File: config.mk
export PLATFORM = sky130hd
export DESIGN_NAME = ebpm_top
export DESIGN_NICKNAME = d
export VERILOG_FILES = /design/src/ebpm_pkg.sv /design/src/ebpm_port.sv /design/src/ebpm_sync.sv /design/src/ebpm_top.sv
export SDC_FILE = /design/constraint.sdc
export NUM_CORES = 1
export LEC_CHECK = 0
export BUFFER_PORTS_ARGS = -buffer_cell sky130_fd_sc_hd__buf_2
export CAP_MARGIN = 20
export CORE_MARGIN = 10
export CORE_UTILIZATION = 45
export DETAILED_ROUTE_END_ITERATION = 12
export PLACE_DENSITY = 0.73
export SYNTH_ARGS = -nofsm -noshare
export SYNTH_HDL_FRONTEND = slang
export SYNTH_HIERARCHICAL = 1
export SYNTH_SLANG_ARGS = --single-unit
File: constraint.sdc
create_clock -name SYS_CLK -period 6.4 [get_ports SYS_CLK]
set_input_delay 0.32 -clock SYS_CLK [delete_from_list [all_inputs] [get_ports SYS_CLK]]
set_output_delay 0.32 -clock SYS_CLK [all_outputs]
set_load 0.05 [all_outputs]
File: src/ebpm_pkg.sv
// package of constants, types and register layout for the external bus pin mux
package ebpm_pkg;

  // ----------------------------------------------------------------
  // register map (word offsets on the plain register port)
  // ----------------------------------------------------------------
  localparam logic [5:0] ADDR_LATCH_BASE = 6'h00;
  localparam logic [5:0] ADDR_DIR_BASE = 6'h10;
  localparam logic [5:0] ADDR_PERIPH_EN = 6'h20;
  localparam logic [5:0] ADDR_MODE_STAT = 6'h21;
  localparam logic [5:0] ADDR_P42_IO = 6'h22;
  localparam int NUM_PORTS = 11;
  localparam logic [7:0] DIR_RESET = 8'h00;
  localparam logic [7:0] LATCH_RESET = 8'h00;
  localparam logic [15:0] PERIPH_EN_RESET = 16'h0000;

  // ----------------------------------------------------------------
  // port indices
  // ----------------------------------------------------------------
  localparam int PORT_ADDR_LO = 0;
  localparam int PORT_ADDR_HI = 1;
  localparam int PORT_DATA_LO = 2;
  localparam int PORT_CTRL = 3;
  localparam int PORT_HOLD = 4;
  localparam int PORT_TIMA = 5;
  localparam int PORT_TIMB = 6;
  localparam int PORT_ANALOG = 7;
  localparam int PORT_SERIAL = 8;
  localparam int PORT_OUTONLY = 9;
  localparam int PORT_KEY = 10;

  // peripheral enable bit positions
  localparam int PEN_TIMA = 0;
  localparam int PEN_TIMB = 1;
  localparam int PEN_ANALOG = 2;
  localparam int PEN_SUBOSC = 3;
  localparam int PEN_SERIAL = 4;
  localparam int PEN_SERIAL3 = 5;
  localparam int PEN_KEY = 6;

  // address reach in bits per layout
  localparam int ADDR_BITS_A = 24;
  localparam int ADDR_BITS_B = 20;

  typedef enum logic [1:0] {
    MODE_SINGLE = 2'b00,
    MODE_EXPAND = 2'b01,
    MODE_MPU = 2'b10
  } ebpm_mode_t;

  typedef struct packed {
    ebpm_mode_t mode;
    logic bus8;
    logic layout_a;
  } ebpm_cfg_t;

  // bus-side signals from the core's bus unit
  typedef struct packed {
    logic [23:0] addr;
    logic [15:0] wdata;
    logic data_oe;
    logic addr_phase;
    logic rd_wr_n;
    logic byte_high_enable;
    logic ale;
    logic hold_acknowledge;
    logic write_enable_low_byte;
    logic write_enable_high_byte;
    logic read_enable_strobe;
    logic sampling_strobe;
    logic [4:0] chip_sel;
    logic int_bus_enable;
    logic sys_clk_out;
  } ebpm_bus_t;

  // peripheral outputs offered to the pins
  typedef struct packed {
    logic [7:0] tima_out;
    logic [7:0] tima_oe;
    logic [7:0] timb_out;
    logic [7:0] timb_oe;
    logic [7:0] ser_out;
    logic [7:0] ser_oe;
    logic [3:0] ser3_out;
    logic [3:0] ser3_oe;
    logic sub_osc_output;
    logic sub_clk;
  } ebpm_periph_t;

  typedef struct packed {
    logic [7:0] out;
    logic [7:0] oe;
  } ebpm_pin_t;

endpackage : ebpm_pkg

File: src/ebpm_port.sv
// one general port: latch, direction register and pin drive selection
module ebpm_port
  import ebpm_pkg::*;
(
  input wire logic SYS_CLK,
  input wire logic RESETN,
  input wire logic CE,
  input wire logic WR_LATCH,
  input wire logic WR_DIR,
  input wire logic [7:0] WDATA,
  input wire logic [7:0] ALT_SEL,
  input wire logic [7:0] ALT_OUT,
  input wire logic [7:0] ALT_OE,
  output ebpm_pin_t PIN,
  output logic [7:0] LATCH,
  output logic [7:0] DIR
);
  logic [7:0] latch_q;
  logic [7:0] dir_q;

  // ----------------------------------------------------------------
  // port latch and direction
  // ----------------------------------------------------------------
  always_ff @(posedge SYS_CLK or negedge RESETN) begin
    if (!RESETN) begin
      latch_q <= LATCH_RESET;
    end else if (CE && WR_LATCH) begin
      latch_q <= WDATA;
    end
  end

  // every pin is an input after reset
  always_ff @(posedge SYS_CLK or negedge RESETN) begin
    if (!RESETN) begin
      dir_q <= DIR_RESET;
    end else if (CE && WR_DIR) begin
      dir_q <= WDATA;
    end
  end

  // ----------------------------------------------------------------
  // pin drive: alternate function per bit, else general I/O
  // ----------------------------------------------------------------
  always_ff @(posedge SYS_CLK or negedge RESETN) begin
    if (!RESETN) begin
      PIN <= '0;
    end else if (CE) begin
      PIN.out <= (ALT_SEL & ALT_OUT) | (~ALT_SEL & latch_q);
      PIN.oe <= (ALT_SEL & ALT_OE) | (~ALT_SEL & dir_q);
    end
  end

  assign LATCH = latch_q;
  assign DIR = dir_q;
endmodule // ebpm_port

File: src/ebpm_sync.sv
// two-flop synchroniser for pin inputs
module ebpm_sync #(
  parameter int WIDTH = 1
) (
  input wire logic SYS_CLK,
  input wire logic RESETN,
  input wire logic CE,
  input wire logic [WIDTH-1:0] D,
  output logic [WIDTH-1:0] Q
);
  logic [WIDTH-1:0] meta_q;

  always_ff @(posedge SYS_CLK or negedge RESETN) begin
    if (!RESETN) begin
      meta_q <= '0;
      Q <= '0;
    end else if (CE) begin
      meta_q <= D;
      Q <= meta_q;
    end
  end
endmodule // ebpm_sync

File: src/ebpm_top.sv
// top of the external bus pin-function multiplexer
// ----------------------------------------------------------------
// Overview of operation
// - width strap low gives 16-bit external data, high gives 8-bit
// - layout strap high selects layout A, low selects layout B
// - reset input low puts the whole block into reset
// - single-chip ports have per-pin direction bits, all inputs after reset
// - layout A: first port drives address bits 0 to 7
// - layout B: first port drives five chip selects, sampling strobe, A16, A17
// - second port: data 8-15 shared with address 8-15, address only if 8-bit
// - third port shares data 0-7 with address 16-23 (A) or 0-7 (B)
// - four-bit port: rw, bhe, ale, hold_acknowledge (A); wel, weh, ale, hold_acknowledge (B)
// - fifth port: hold request, ready inputs, clock out; expansion may keep I/O
// - enable pin shows internal access, or read strobe under layout B in expansion and microprocessor modes
// - output-only port floats after reset, drives once its latch is written
// - sixth and seventh ports double as timer, interrupt and sub-clock pins
// - eighth port doubles as analog inputs, top two as sub-oscillator
// - ninth port doubles as first and second serial unit pins
// - last port upper four pins double as key interrupt inputs
// - address reach 16 Mbytes under layout A, 1 Mbyte under layout B
// ----------------------------------------------------------------
module ebpm_top
  import ebpm_pkg::*;
(
  input wire logic SYS_CLK,
  input wire logic RESETN,
  input wire logic CE,
  input wire logic PROCESSOR_MODE_STRAP,
  input wire logic WIDTH_STRAP,
  input wire logic BUS_LAYOUT_STRAP,
  input wire logic MEM_EXPAND_REQ,
  input wire logic [5:0] REG_ADDR,
  input wire logic [15:0] REG_WDATA,
  input wire logic REG_WR,
  input wire logic REG_RD,
  output logic [15:0] REG_RDATA,
  input wire ebpm_bus_t BUS,
  input wire ebpm_periph_t PERIPH,
  input wire logic [87:0] PIN_IN,
  output logic [87:0] PIN_OUT,
  output logic [87:0] PIN_OE,
  output logic [87:0] PIN_IN_SYNC,
  output logic [15:0] BUS_RDATA,
  output logic HOLD_REQUEST,
  output logic READY,
  output logic [2:0] EXTERNAL_INTERRUPT_INPUTS,
  output logic [3:0] KEY_INTERRUPT_INPUTS,
  output logic SUB_OSC_INPUT,
  output logic ENABLE_OUT,
  output logic [23:0] ADDR_MASK
);
  import ebpm_pkg::*;

  ebpm_cfg_t cfg_q;
  logic cfg_taken_q;
  logic [1:0] warm_q;
  logic [2:0] strap_sync;
  logic [87:0] pin_sync;
  logic [15:0] periph_en_q;
  logic p42_io_q;
  logic [NUM_PORTS-1:0] outonly_written_q;
  logic [7:0] alt_sel [NUM_PORTS];
  logic [7:0] alt_out [NUM_PORTS];
  logic [7:0] alt_oe [NUM_PORTS];
  logic [7:0] latch_v [NUM_PORTS];
  logic [7:0] dir_v [NUM_PORTS];
  ebpm_pin_t pin_v [NUM_PORTS];
  logic ext_bus;
  logic [23:0] ext_addr;

  function automatic logic is_ext(input ebpm_mode_t m);
    return m != MODE_SINGLE;
  endfunction

  // ----------------------------------------------------------------
  // input synchronisers
  // ----------------------------------------------------------------
  ebpm_sync #(.WIDTH(3)) u_strap_sync (
    .SYS_CLK(SYS_CLK),
    .RESETN(RESETN),
    .CE(CE),
    .D({PROCESSOR_MODE_STRAP, WIDTH_STRAP, BUS_LAYOUT_STRAP}),
    .Q(strap_sync)
  );

  ebpm_sync #(.WIDTH(88)) u_pin_sync (
    .SYS_CLK(SYS_CLK),
    .RESETN(RESETN),
    .CE(CE),
    .D(PIN_IN),
    .Q(pin_sync)
  );

  // ----------------------------------------------------------------
  // synchroniser warm-up
  // ----------------------------------------------------------------
  // the strap flops hold their reset zeros for two edges after release
  always_ff @(posedge SYS_CLK or negedge RESETN) begin
    if (!RESETN) begin
      warm_q <= 2'b00;
    end else if (CE) begin
      warm_q <= {warm_q[0], 1'b1};
    end
  end

  // ----------------------------------------------------------------
  // strap capture after reset release
  // ----------------------------------------------------------------
  // straps are read once; later changes are ignored so pins never re-route mid-run
  // the expansion request is an on-chip mode bit, so no synchroniser
  always_ff @(posedge SYS_CLK or negedge RESETN) begin
    if (!RESETN) begin
      cfg_q <= '{mode: MODE_SINGLE, bus8: 1'b1, layout_a: 1'b1};
      cfg_taken_q <= 1'b0;
    end else if (CE && !cfg_taken_q && warm_q[1]) begin
      cfg_taken_q <= 1'b1;
      cfg_q.mode <= strap_sync[2] ? MODE_MPU :
                    (MEM_EXPAND_REQ ? MODE_EXPAND : MODE_SINGLE);
      cfg_q.bus8 <= strap_sync[1];
      cfg_q.layout_a <= strap_sync[0];
    end
  end

  assign ext_bus = is_ext(cfg_q.mode) && cfg_taken_q;
  // layout B reaches only 20 address bits
  assign ADDR_MASK = cfg_q.layout_a ? 24'hFFFFFF : 24'h0FFFFF;
  assign ext_addr = BUS.addr & ADDR_MASK;

  // ----------------------------------------------------------------
  // register port
  // ----------------------------------------------------------------
  always_ff @(posedge SYS_CLK or negedge RESETN) begin
    if (!RESETN) begin
      periph_en_q <= PERIPH_EN_RESET;
      p42_io_q <= 1'b0;
    end else if (CE && REG_WR) begin
      if (REG_ADDR == ADDR_PERIPH_EN) begin
        periph_en_q <= REG_WDATA;
      end
      if (REG_ADDR == ADDR_P42_IO) begin
        p42_io_q <= REG_WDATA[0];
      end
    end
  end

  // output-only port stays floating until its latch is written
  always_ff @(posedge SYS_CLK or negedge RESETN) begin
    if (!RESETN) begin
      outonly_written_q <= '0;
    end else if (CE && REG_WR && REG_ADDR == ADDR_LATCH_BASE + 6'(PORT_OUTONLY)) begin
      outonly_written_q[PORT_OUTONLY] <= 1'b1;
    end
  end

  always_ff @(posedge SYS_CLK or negedge RESETN) begin
    if (!RESETN) begin
      REG_RDATA <= 16'h0000;
    end else if (CE) begin
      REG_RDATA <= 16'h0000;
      if (REG_RD) begin
        if (REG_ADDR < ADDR_LATCH_BASE + 6'(NUM_PORTS)) begin
          REG_RDATA <= {8'h00, pin_sync[8*REG_ADDR[3:0] +: 8]};
        end else if (REG_ADDR >= ADDR_DIR_BASE && REG_ADDR < ADDR_DIR_BASE + 6'(NUM_PORTS)) begin
          REG_RDATA <= {8'h00, dir_v[REG_ADDR[3:0]]};
        end else if (REG_ADDR == ADDR_PERIPH_EN) begin
          REG_RDATA <= periph_en_q;
        end else if (REG_ADDR == ADDR_MODE_STAT) begin
          REG_RDATA <= {11'h000, cfg_taken_q, cfg_q};
        end else if (REG_ADDR == ADDR_P42_IO) begin
          REG_RDATA <= {15'h0000, p42_io_q};
        end
      end
    end
  end

  // ----------------------------------------------------------------
  // alternate function selection
  // ----------------------------------------------------------------
  always_comb begin
    for (int i = 0; i < NUM_PORTS; i++) begin
      alt_sel[i] = 8'h00;
      alt_out[i] = 8'h00;
      alt_oe[i] = 8'h00;
    end
    if (ext_bus) begin
      alt_sel[PORT_ADDR_LO] = 8'hFF;
      alt_oe[PORT_ADDR_LO] = 8'hFF;
      if (cfg_q.layout_a) begin
        alt_out[PORT_ADDR_LO] = ext_addr[7:0];
      end else begin
        alt_out[PORT_ADDR_LO] = {ext_addr[17:16], BUS.sampling_strobe, BUS.chip_sel};
      end
      alt_sel[PORT_ADDR_HI] = 8'hFF;
      if (cfg_q.bus8 || BUS.addr_phase) begin
        alt_out[PORT_ADDR_HI] = ext_addr[15:8];
        alt_oe[PORT_ADDR_HI] = 8'hFF;
      end else begin
        alt_out[PORT_ADDR_HI] = BUS.wdata[15:8];
        alt_oe[PORT_ADDR_HI] = {8{BUS.data_oe}};
      end
      alt_sel[PORT_DATA_LO] = 8'hFF;
      if (BUS.addr_phase) begin
        alt_out[PORT_DATA_LO] = cfg_q.layout_a ? ext_addr[23:16] : ext_addr[7:0];
        alt_oe[PORT_DATA_LO] = 8'hFF;
      end else begin
        alt_out[PORT_DATA_LO] = BUS.wdata[7:0];
        alt_oe[PORT_DATA_LO] = {8{BUS.data_oe}};
      end
      alt_sel[PORT_CTRL] = 8'h0F;
      alt_oe[PORT_CTRL] = 8'h0F;
      if (cfg_q.layout_a) begin
        alt_out[PORT_CTRL] = {4'h0, BUS.hold_acknowledge, BUS.ale,
                              BUS.byte_high_enable, BUS.rd_wr_n};
      end else begin
        alt_out[PORT_CTRL] = {4'h0, BUS.hold_acknowledge, BUS.ale,
                              BUS.write_enable_high_byte, BUS.write_enable_low_byte};
      end
      // the clock pin may be reclaimed as I/O only in expansion mode
      alt_sel[PORT_HOLD] = (cfg_q.mode == MODE_EXPAND && p42_io_q) ? 8'h03 : 8'h07;
      alt_out[PORT_HOLD] = {5'h00, BUS.sys_clk_out, 2'b00};
      alt_oe[PORT_HOLD] = {5'h00, !(cfg_q.mode == MODE_EXPAND && p42_io_q), 2'b00};
    end
    if (periph_en_q[PEN_TIMA]) begin
      alt_sel[PORT_TIMA] = PERIPH.tima_oe;
      alt_out[PORT_TIMA] = PERIPH.tima_out;
      alt_oe[PORT_TIMA] = PERIPH.tima_oe;
    end
    if (periph_en_q[PEN_TIMB]) begin
      alt_sel[PORT_TIMB] = PERIPH.timb_oe;
      alt_out[PORT_TIMB] = {PERIPH.sub_clk, PERIPH.timb_out[6:0]};
      alt_oe[PORT_TIMB] = PERIPH.timb_oe;
    end
    if (periph_en_q[PEN_ANALOG]) begin
      alt_sel[PORT_ANALOG] = 8'h3F;
    end
    if (periph_en_q[PEN_SUBOSC]) begin
      alt_sel[PORT_ANALOG][7:6] = 2'b11;
      alt_out[PORT_ANALOG][6] = PERIPH.sub_osc_output;
      alt_oe[PORT_ANALOG][6] = 1'b1;
    end
    if (periph_en_q[PEN_SERIAL]) begin
      alt_sel[PORT_SERIAL] = PERIPH.ser_oe;
      alt_out[PORT_SERIAL] = PERIPH.ser_out;
      alt_oe[PORT_SERIAL] = PERIPH.ser_oe;
    end
    alt_sel[PORT_OUTONLY] = 8'hFF;
    alt_out[PORT_OUTONLY] = latch_v[PORT_OUTONLY];
    alt_oe[PORT_OUTONLY] = {8{outonly_written_q[PORT_OUTONLY]}};
    if (periph_en_q[PEN_SERIAL3]) begin
      alt_out[PORT_OUTONLY][3:0] = PERIPH.ser3_out;
      alt_oe[PORT_OUTONLY][3:0] = PERIPH.ser3_oe;
    end
    if (periph_en_q[PEN_KEY]) begin
      alt_sel[PORT_KEY] = 8'hF0;
    end
  end

  // ----------------------------------------------------------------
  // port instances
  // ----------------------------------------------------------------
  for (genvar p = 0; p < NUM_PORTS; p++) begin : g_port
    ebpm_port u_port (
      .SYS_CLK(SYS_CLK),
      .RESETN(RESETN),
      .CE(CE),
      .WR_LATCH(REG_WR && REG_ADDR == ADDR_LATCH_BASE + 6'(p)),
      .WR_DIR(REG_WR && REG_ADDR == ADDR_DIR_BASE + 6'(p)),
      .WDATA(REG_WDATA[7:0]),
      .ALT_SEL(alt_sel[p]),
      .ALT_OUT(alt_out[p]),
      .ALT_OE(alt_oe[p]),
      .PIN(pin_v[p]),
      .LATCH(latch_v[p]),
      .DIR(dir_v[p])
    );
    assign PIN_OUT[8*p +: 8] = pin_v[p].out;
    assign PIN_OE[8*p +: 8] = pin_v[p].oe;
  end

  // ----------------------------------------------------------------
  // inputs routed back to the core and peripherals
  // ----------------------------------------------------------------
  assign PIN_IN_SYNC = pin_sync;
  always_ff @(posedge SYS_CLK or negedge RESETN) begin
    if (!RESETN) begin
      BUS_RDATA <= 16'h0000;
      HOLD_REQUEST <= 1'b0;
      READY <= 1'b1;
      ENABLE_OUT <= 1'b0;
      EXTERNAL_INTERRUPT_INPUTS <= 3'h0;
      KEY_INTERRUPT_INPUTS <= 4'h0;
      SUB_OSC_INPUT <= 1'b0;
    end else if (CE) begin
      BUS_RDATA <= {cfg_q.bus8 ? 8'h00 : pin_sync[8*PORT_ADDR_HI +: 8],
                    pin_sync[8*PORT_DATA_LO +: 8]};
      HOLD_REQUEST <= ext_bus && pin_sync[8*PORT_HOLD];
      READY <= !ext_bus || pin_sync[8*PORT_HOLD + 1];
      ENABLE_OUT <= (ext_bus && !cfg_q.layout_a) ? BUS.read_enable_strobe
                                                 : BUS.int_bus_enable;
      EXTERNAL_INTERRUPT_INPUTS <= pin_sync[8*PORT_TIMB + 2 +: 3];
      KEY_INTERRUPT_INPUTS <= periph_en_q[PEN_KEY] ? pin_sync[8*PORT_KEY + 4 +: 4] : 4'h0;
      SUB_OSC_INPUT <= periph_en_q[PEN_SUBOSC] && pin_sync[8*PORT_ANALOG + 7];
    end
  end
endmodule // ebpm_top

==> out/metrics.yaml, run 1 <==
routing:
  route.antenna.remaining_nets: 0
  via_per_inst: 5.21
  dr.pass1.iters: 5
  wl_per_cell_um: 24.1
  drt_wl_total_mm: 89.9
  remaining_drc_errors: 0
  drtIter0Drc: 1388
  num_vias: 19438
clock_tree:
  cts_setup_buffers: 0
  numCtsBuffers: 67
  cts_root_buf: "clkbuf_16"
  cts.clk_slew.worst_paths_ns: 0.06
  numClockSinks: 602
  cts_buffer_depth: 3
  clock_latency_ns: 0.61
  htreeDepth: 3
  cts_tree: "done"
setup_path:
  crit_chain: "o21ai_4 > buf_4 > inv_4 > buf_4 > mux2i_1 > a21oi_1"
  cp.required_ns: 6.84
  critPathMaxFanout: 57
  critPathTopFamily: "buffers and inverters"
  critPathSlowestCell: "buf_4"
  crit_buf_inv: 3
  path_class: "reg -> reg"
  critPathMaxStageDelay_ns: 0.77
  critPathCaptureType: "flop"
  crit_arrival_ns: 3.09
  worst_path_most_repeated_cell: "buf_4"
  crit_path_start_kind: "flop"
sta:
  setup_viol: 0
  post-route-period-util_pct: 41.4
  hold_viol_final: 0
  setup_slack_ns: 3.75
  fin_setup_tns_ns: 0
  worstMarginPinSlew_ns: 1.12
  rsz0062_at_grt: "no"
  relSlewSlack_pct: 25.1
  final.setup_skew_ns: 0.0277
  slew_viol_final: 0
  finalHoldWorstSlack_ns: 0.0427
  timing.fmax_mhz: 378
  fin_crit_ns: 2.65
min_path:
  min_path_type: "in -> reg"
yosys:
  netlist_instances: 2129
  yosysTopAreaCellShare_pct: 52.2
  synth.yosys.seq_area_share_pct: 52.5
  postSynth.asyncResetShare_pct: 100
  syn_avg_cell_area_um2: 13.5
  syn_area_mm2: 0.0287
  synthFlopType: "dfrtp_1"
  synth_edf_count: 0
  synth_top_area_cell: "dfrtp_1"
  yosysUniqueCellTypes: 49
  ys_seq_elements: 602
  yosysMostFrequentCell: "dfrtp_1"
  yosys-top-cells-area: "dfrtp_1 52%, mux2_4 17%, mux2i_1 7.9%"
  synth_common_cells: "599 x dfrtp_1, 322 x mux2_4, 241 x nor2_1"
  ys_warn_count: 6
placed_design:
  gp_congestion: 0.866
  pre_cts_slack_ns: 3.51
  numPortBuffers: 543
  dp_hpwl_mm: 61.4
power:
  peakVddDrop_mv: 0.256
  power_mw: 11.4
  leakage_nw: 17.5
  p_per_area_mw_per_mm2: 320
cells_and_area:
  fill_cells: 5116
  drive_gt1_share_pct: 39.0
  ff_latch_area_mm2: 0.0151
  syn2layout_area_growth_pct: 23.5
  nNetsFinal: 3066
  multi_input_area_mm2: 0.0130
floorplanning:
  die_height_um: 273
  die_area_mm2: 0.0743
  core_mm2: 0.0631
  rows: 92
  io_pins: 565
  die_x_um: 273
  initial_core_util_pct: 45.5
global_routing:
  grt_usage_pct: 23.6
  grt_max_degree: 180
  grt_pass1_vias: 21177
  grt_pass1_wl_mm: 134
  antenna_found_initial: 8
  overflow: 0
run:
  cap_violations: 0
run_status:
  status: "finished clean"
-- where the power goes --
part	total, mW	switching, mW	internal [mW]	leakage [nW]
registers	4.59	0.378	4.21	7.56
clock network	4.10	1.62	2.49	1.15
logic	2.66	1.75	0.912	8.79
-- registers in the layout (all words and copies together) (netlist names), 2 cells and up --
name,count
g_port.u_port/DIR,88
u_pin_sync/meta_q,88
u_pin_sync/Q,88
EXTERNAL_INTERRUPT_INPUTS,3
g_port.u_port/LATCH,88
u_strap_sync/Q,3
REG_RDATA,16
u_strap_sync/meta_q,3
KEY_INTERRUPT_INPUTS,4
g_port.u_port/PIN,176
warm_q,2
BUS_RDATA,16
periph_en_q,16
cfg_q,4
-- cell usage in the layout, fill, tap and decap left out, types with 8 or more instances in the layout --
| cell | n |
|---|---|
| dfrtp_1 | 599 |
| buf_2 | 539 |
| mux2_4 | 322 |
| nor2_1 | 241 |
| mux2i_1 | 227 |
| a21oi_1 | 208 |
| conb_1 | 114 |
| dlygate4sd3_1 | 100 |
| clkbuf_16 | 70 |
| mux2_2 | 66 |
| and2_1 | 53 |
| nand2_1 | 42 |
| o21ai_0 | 34 |
| inv_1 | 24 |
| mux4_2 | 22 |
| nand2_8 | 22 |
| nand2b_1 | 20 |
| a211oi_1 | 19 |
| clkbuf_1 | 15 |
| clkbuf_8 | 12 |
| mux2_1 | 10 |
| a211oi_2 | 10 |
| buf_4 | 10 |
| nand3b_1 | 9 |
| bufinv_16 | 8 |
-- stage by stage --
stage / util [%] / instance area, um^2 / instances
floorplan: - / 29100 / 2241
global placement: 50.9 / 32100 / 3509
detailed placement: 50.9 / 32100 / 3509
CTS: 56.2 / 35500 / 3730
global route: 56.2 / 35500 / 3731
finish: 56.2 / 35500 / 3732
-- worst paths after layout --
path	startpoint	end	slack (ns)	cells past startpoint
worst max-delay path	cfg_q[3]$_DFFE_PN0P_	g_port[1].u_port/PIN[6]$_DFFE_PN0P_	3.75	6
worst min-delay path	PIN_IN[74]	u_pin_sync/meta_q[74]$_DFFE_PN0P_	0.04	2
worst max register to register	cfg_q[3]$_DFFE_PN0P_	g_port[1].u_port/PIN[6]$_DFFE_PN0P_	3.75	6
worst min register to register	warm_q[0]$_DFFE_PN0P_	warm_q[0]$_DFFE_PN0P_	0.47	1
max in group asynchronous	RESETN	g_port[8].u_port/DIR[1]$_DFFE_PN0P_	4.74	3
min in group asynchronous	RESETN	BUS_RDATA[7]$_DFFE_PN0P_	0.25	2
-- cell families after synthesis --
kind of cell,Yosys count,share of synthesized area (%)
buffers and inverters,160,3.90
DFF,602,52.5
and+or+nand+nor,412,7.66
AOI/OAI and AO/OA,303,6.21
muxes,650,29.7
other,2,0.0262
-- layer usage --
| metal | global-route usage (%) | part of all wire [%] |
|---|---|---|
| met5 | 0 | 0.049 |
| met1 | 28.3 | 40 |
| met4 | 10.2 | 4.0 |
| met3 | 6.12 | 6.9 |
| met2 | 39.8 | 49 |
-- layout make-up --
type                       count  share of cell area (%)
inverter                      25                   0.272
clock inverter                24                    1.08
antenna                        2                  0.0141
tap                          846                    2.98
clock buffer                  97                    5.56
sequential                   602                    42.5
timing repair buffer         657                    11.1
multi-input combinational   1479                    36.5
-- repair_timing --
item / CTS / global route
endpoints found under the hold margin: 159 / 0
hold buffers: 100 / 0
gates resized for setup: 0 / 0
Note: power is estimated with default switching activity, not from simulation.
==> run 2: changes to the inputs <==
- PLACE_DENSITY: 0.73 -> 0.76
- clock period: 6.4 -> 2.3 ns (I/O delays scaled with it)
==> run 2 against run 1 <==
Worst hold slack worse by 0.0057 ns. Fmax up 21%. Count of clock-buffer cells in the layout up 5. Sequential power rose to 2.8 times the previous value. Clock skew down 0.010 ns. Clock power rose to 2.7 times the previous value. Highest routed layer unchanged. Register-to-register slack worse by 3.6 ns. Total power rose to 2.8 times the previous value. Largest cell class unchanged. Largest power group unchanged. Routed wire length up 4.5%. Critical path depth down 2. Sequential share of layout area down 1.5 points. Critical path type unchanged.
==> out/metrics.yaml, run 2 (synthesized netlist as in run 1, its figures left out) <==
power:
  netSwitchingFraction_pct: 33.4
  internal_power_mw: 21.0
  clkPwrFrac_pct: 35.1
  sequentialPowerShare_pct: 40.4
  power_switching_mw: 10.5
  p_comb_share_pct: 24.5
  peakVddDrop_mv: 0.690
  power_mw: 31.6
  leakage_nw: 18.1
  p_per_area_mw_per_mm2: 860
setup_path:
  critPathSlowestCell: "dfrtp_1"
  critPathMaxFanout: 18
  critPathMaxStageDelay_ns: 0.83
  crit_arrival_ns: 2.68
  crit_chain: "and2_1 > mux2i_1 > a21oi_1 > dlygate4sd3_1"
  critPathCaptureType: "flop"
  path_class: "reg -> reg"
  critPathTopFamily: "flip-flops"
  crit_buf_inv: 1
  cp.required_ns: 2.78
  crit_path_start_kind: "flop"
floorplanning:
  rows: 92
  core_mm2: 0.0631
  die_area_mm2: 0.0743
  die_height_um: 273
  die_x_um: 273
  io_pins: 565
  initial_core_util_pct: 45.5
placed_design:
  gp_congestion: 0.906
  dp_hpwl_mm: 65.0
  numPortBuffers: 543
  pre_cts_slack_ns: 0.234
clock_tree:
  htreeDepth: 3
  cts_root_buf: "clkbuf_16"
  cts_buffer_depth: 3
  cts_resized: 0
  clock_latency_ns: 0.61
  numClockSinks: 602
  cts.clk_slew.worst_paths_ns: 0.06
  numCtsBuffers: 67
  cts_tree: "done"
sta:
  hold_viol_final: 0
  setup_slack_ns: 0.106
  final.setup_skew_ns: 0.0173
  timing.fmax_mhz: 456
  relSlewSlack_pct: 34.6
  rsz0062_at_grt: "no"
  setup_viol: 0
  fin_crit_ns: 2.19
  fin_setup_tns_ns: 0
  worstMarginPinSlew_ns: 0.982
  post-route-period-util_pct: 95.4
  slew_viol_final: 0
cells_and_area:
  nNetsFinal: 3196
  largest_register_ffs: 176
  final_cell_mix: "599 x dfrtp_1, 540 x buf_2, 322 x mux2_4"
  syn2layout_area_growth_pct: 27.9
  fill_cells: 4883
  regMostFlops: "g_port.u_port/PIN"
  final_common_cell: "dfrtp_1"
  drive_gt1_share_pct: 39.2
global_routing:
  antenna_found_initial: 8
  grt_usage_pct: 24.7
  grt_max_degree: 105
  grt_pass1_wl_mm: 140
  overflow: 0
  grt_pass1_vias: 22200
min_path:
  min_path_type: "in -> async"
routing:
  remaining_drc_errors: 0
  met3_length_mm: 6.51
  drtIter0Drc: 1425
  route.antenna.remaining_nets: 0
  wl_met2_mm: 47.3
  wl_per_cell_um: 24.3
  via_per_inst: 5.27
  num_vias: 20392
  dr.pass1.iters: 7
  top_layer: "met5"
  drt_wl_total_mm: 93.9
  wl_met1_mm: 36.9
run:
  cap_violations: 0
run_status:
  status: "finished clean"
run 2: cell types whose count changed in the layout (fill, tap and decap cells not counted):
cell           before  now
buf_12              6   19
buf_2             539  540
buf_4              10   52
bufinv_16           8    4
clkbuf_16          70   69
clkbuf_8           12   18
clkinv_4            1    2
clkinv_8            4    2
clkinvlp_4          1    2
diode_2             2    7
dlygate4sd3_1     100  174
inv_4               1    0
inv_6               3    4
run 2: metal layers:
| metal | GRT usage [%] | up-vias |
|---|---|---|
| met5 | 0 | - |
| met4 | 9.47 | 4 |
| met3 | 6.08 | 169 |
| met2 | 42.9 | 795 |
| met1 | 29.2 | 10365 |
| li1 | - | 9059 |
run 2: timing repair:
| action | in CTS | in global routing |
|---|---|---|
| setup buffers | 0 | 0 |
| hold endpoints to repair | 350 | 0 |
| hold buffers | 174 | 0 |
run 2: final cells by class:
cell class                      instances  area [um^2]  area share (%)
Antenna cell                            7         17.5          0.0477
Clock inverter                         20          248           0.675
Multi-Input combinational cell       1479        13000            35.3
Clock buffer                          102         2030            5.53
Timing Repair Buffer                  787         5250            14.3
Sequential cell                       602        15100            41.0
Tap cell                              846         1060            2.88
Inverter                               25         97.6           0.266
run 2: final timing paths:
| kind | cells after the start | slack [ns] | end | start |
|---|---|---|---|---|
| worst min register to register | 1 | 0.47 | warm_q[0]$_DFFE_PN0P_ | warm_q[0]$_DFFE_PN0P_ |
| worst min-delay path | 2 | 0.04 | g_port[5].u_port/PIN[8]$_DFFE_PN0P_ | RESETN |
| worst max-delay path | 4 | 0.11 | g_port[8].u_port/PIN[12]$_DFFE_PN0P_ | periph_en_q[4]$_DFFE_PN0P_ |
| worst max register to register | 4 | 0.11 | g_port[8].u_port/PIN[12]$_DFFE_PN0P_ | periph_en_q[4]$_DFFE_PN0P_ |
| max in group asynchronous | 4 | 1.31 | g_port[1].u_port/DIR[4]$_DFFE_PN0P_ | RESETN |
| min in group SYS_CLK | 4 | 0.04 | g_port[6].u_port/PIN[6]$_DFFE_PN0P_ | PERIPH[32] |
run 2: worst reg2reg max path, cell delays in order, from the launching register on:
cell and delay [ns]:
dfrtp_1 0.83, and2_1 0.32, mux2i_1 0.25, a21oi_1 0.10
dlygate4sd3_1 0.58
run 2: through the flow:
step           cells  cell area [um^2]  hold WS, ns  util, %
2_1_floorplan   2241             29100       -0.181        -
3_3_place_gp    3565             32700       0.0786     51.8
3_5_place_dp    3565             32700        0.103     51.8
4_1_cts         3861             36700     0.000936     58.2
5_1_grt         3866             36700       0.0497     58.2
6_report        3868             36700       0.0370     58.2
run 2: power groups by stage:
stage               logic (mW)  clock network (mW)  registers (mW)
floorplan                 3.09                   0            14.8
global placement          7.30                   0            12.8
detailed placement        7.43                   0            12.9
CTS                       7.74                11.3            12.7
global route              8.16                11.7            12.9
finish                    7.75                11.1            12.8
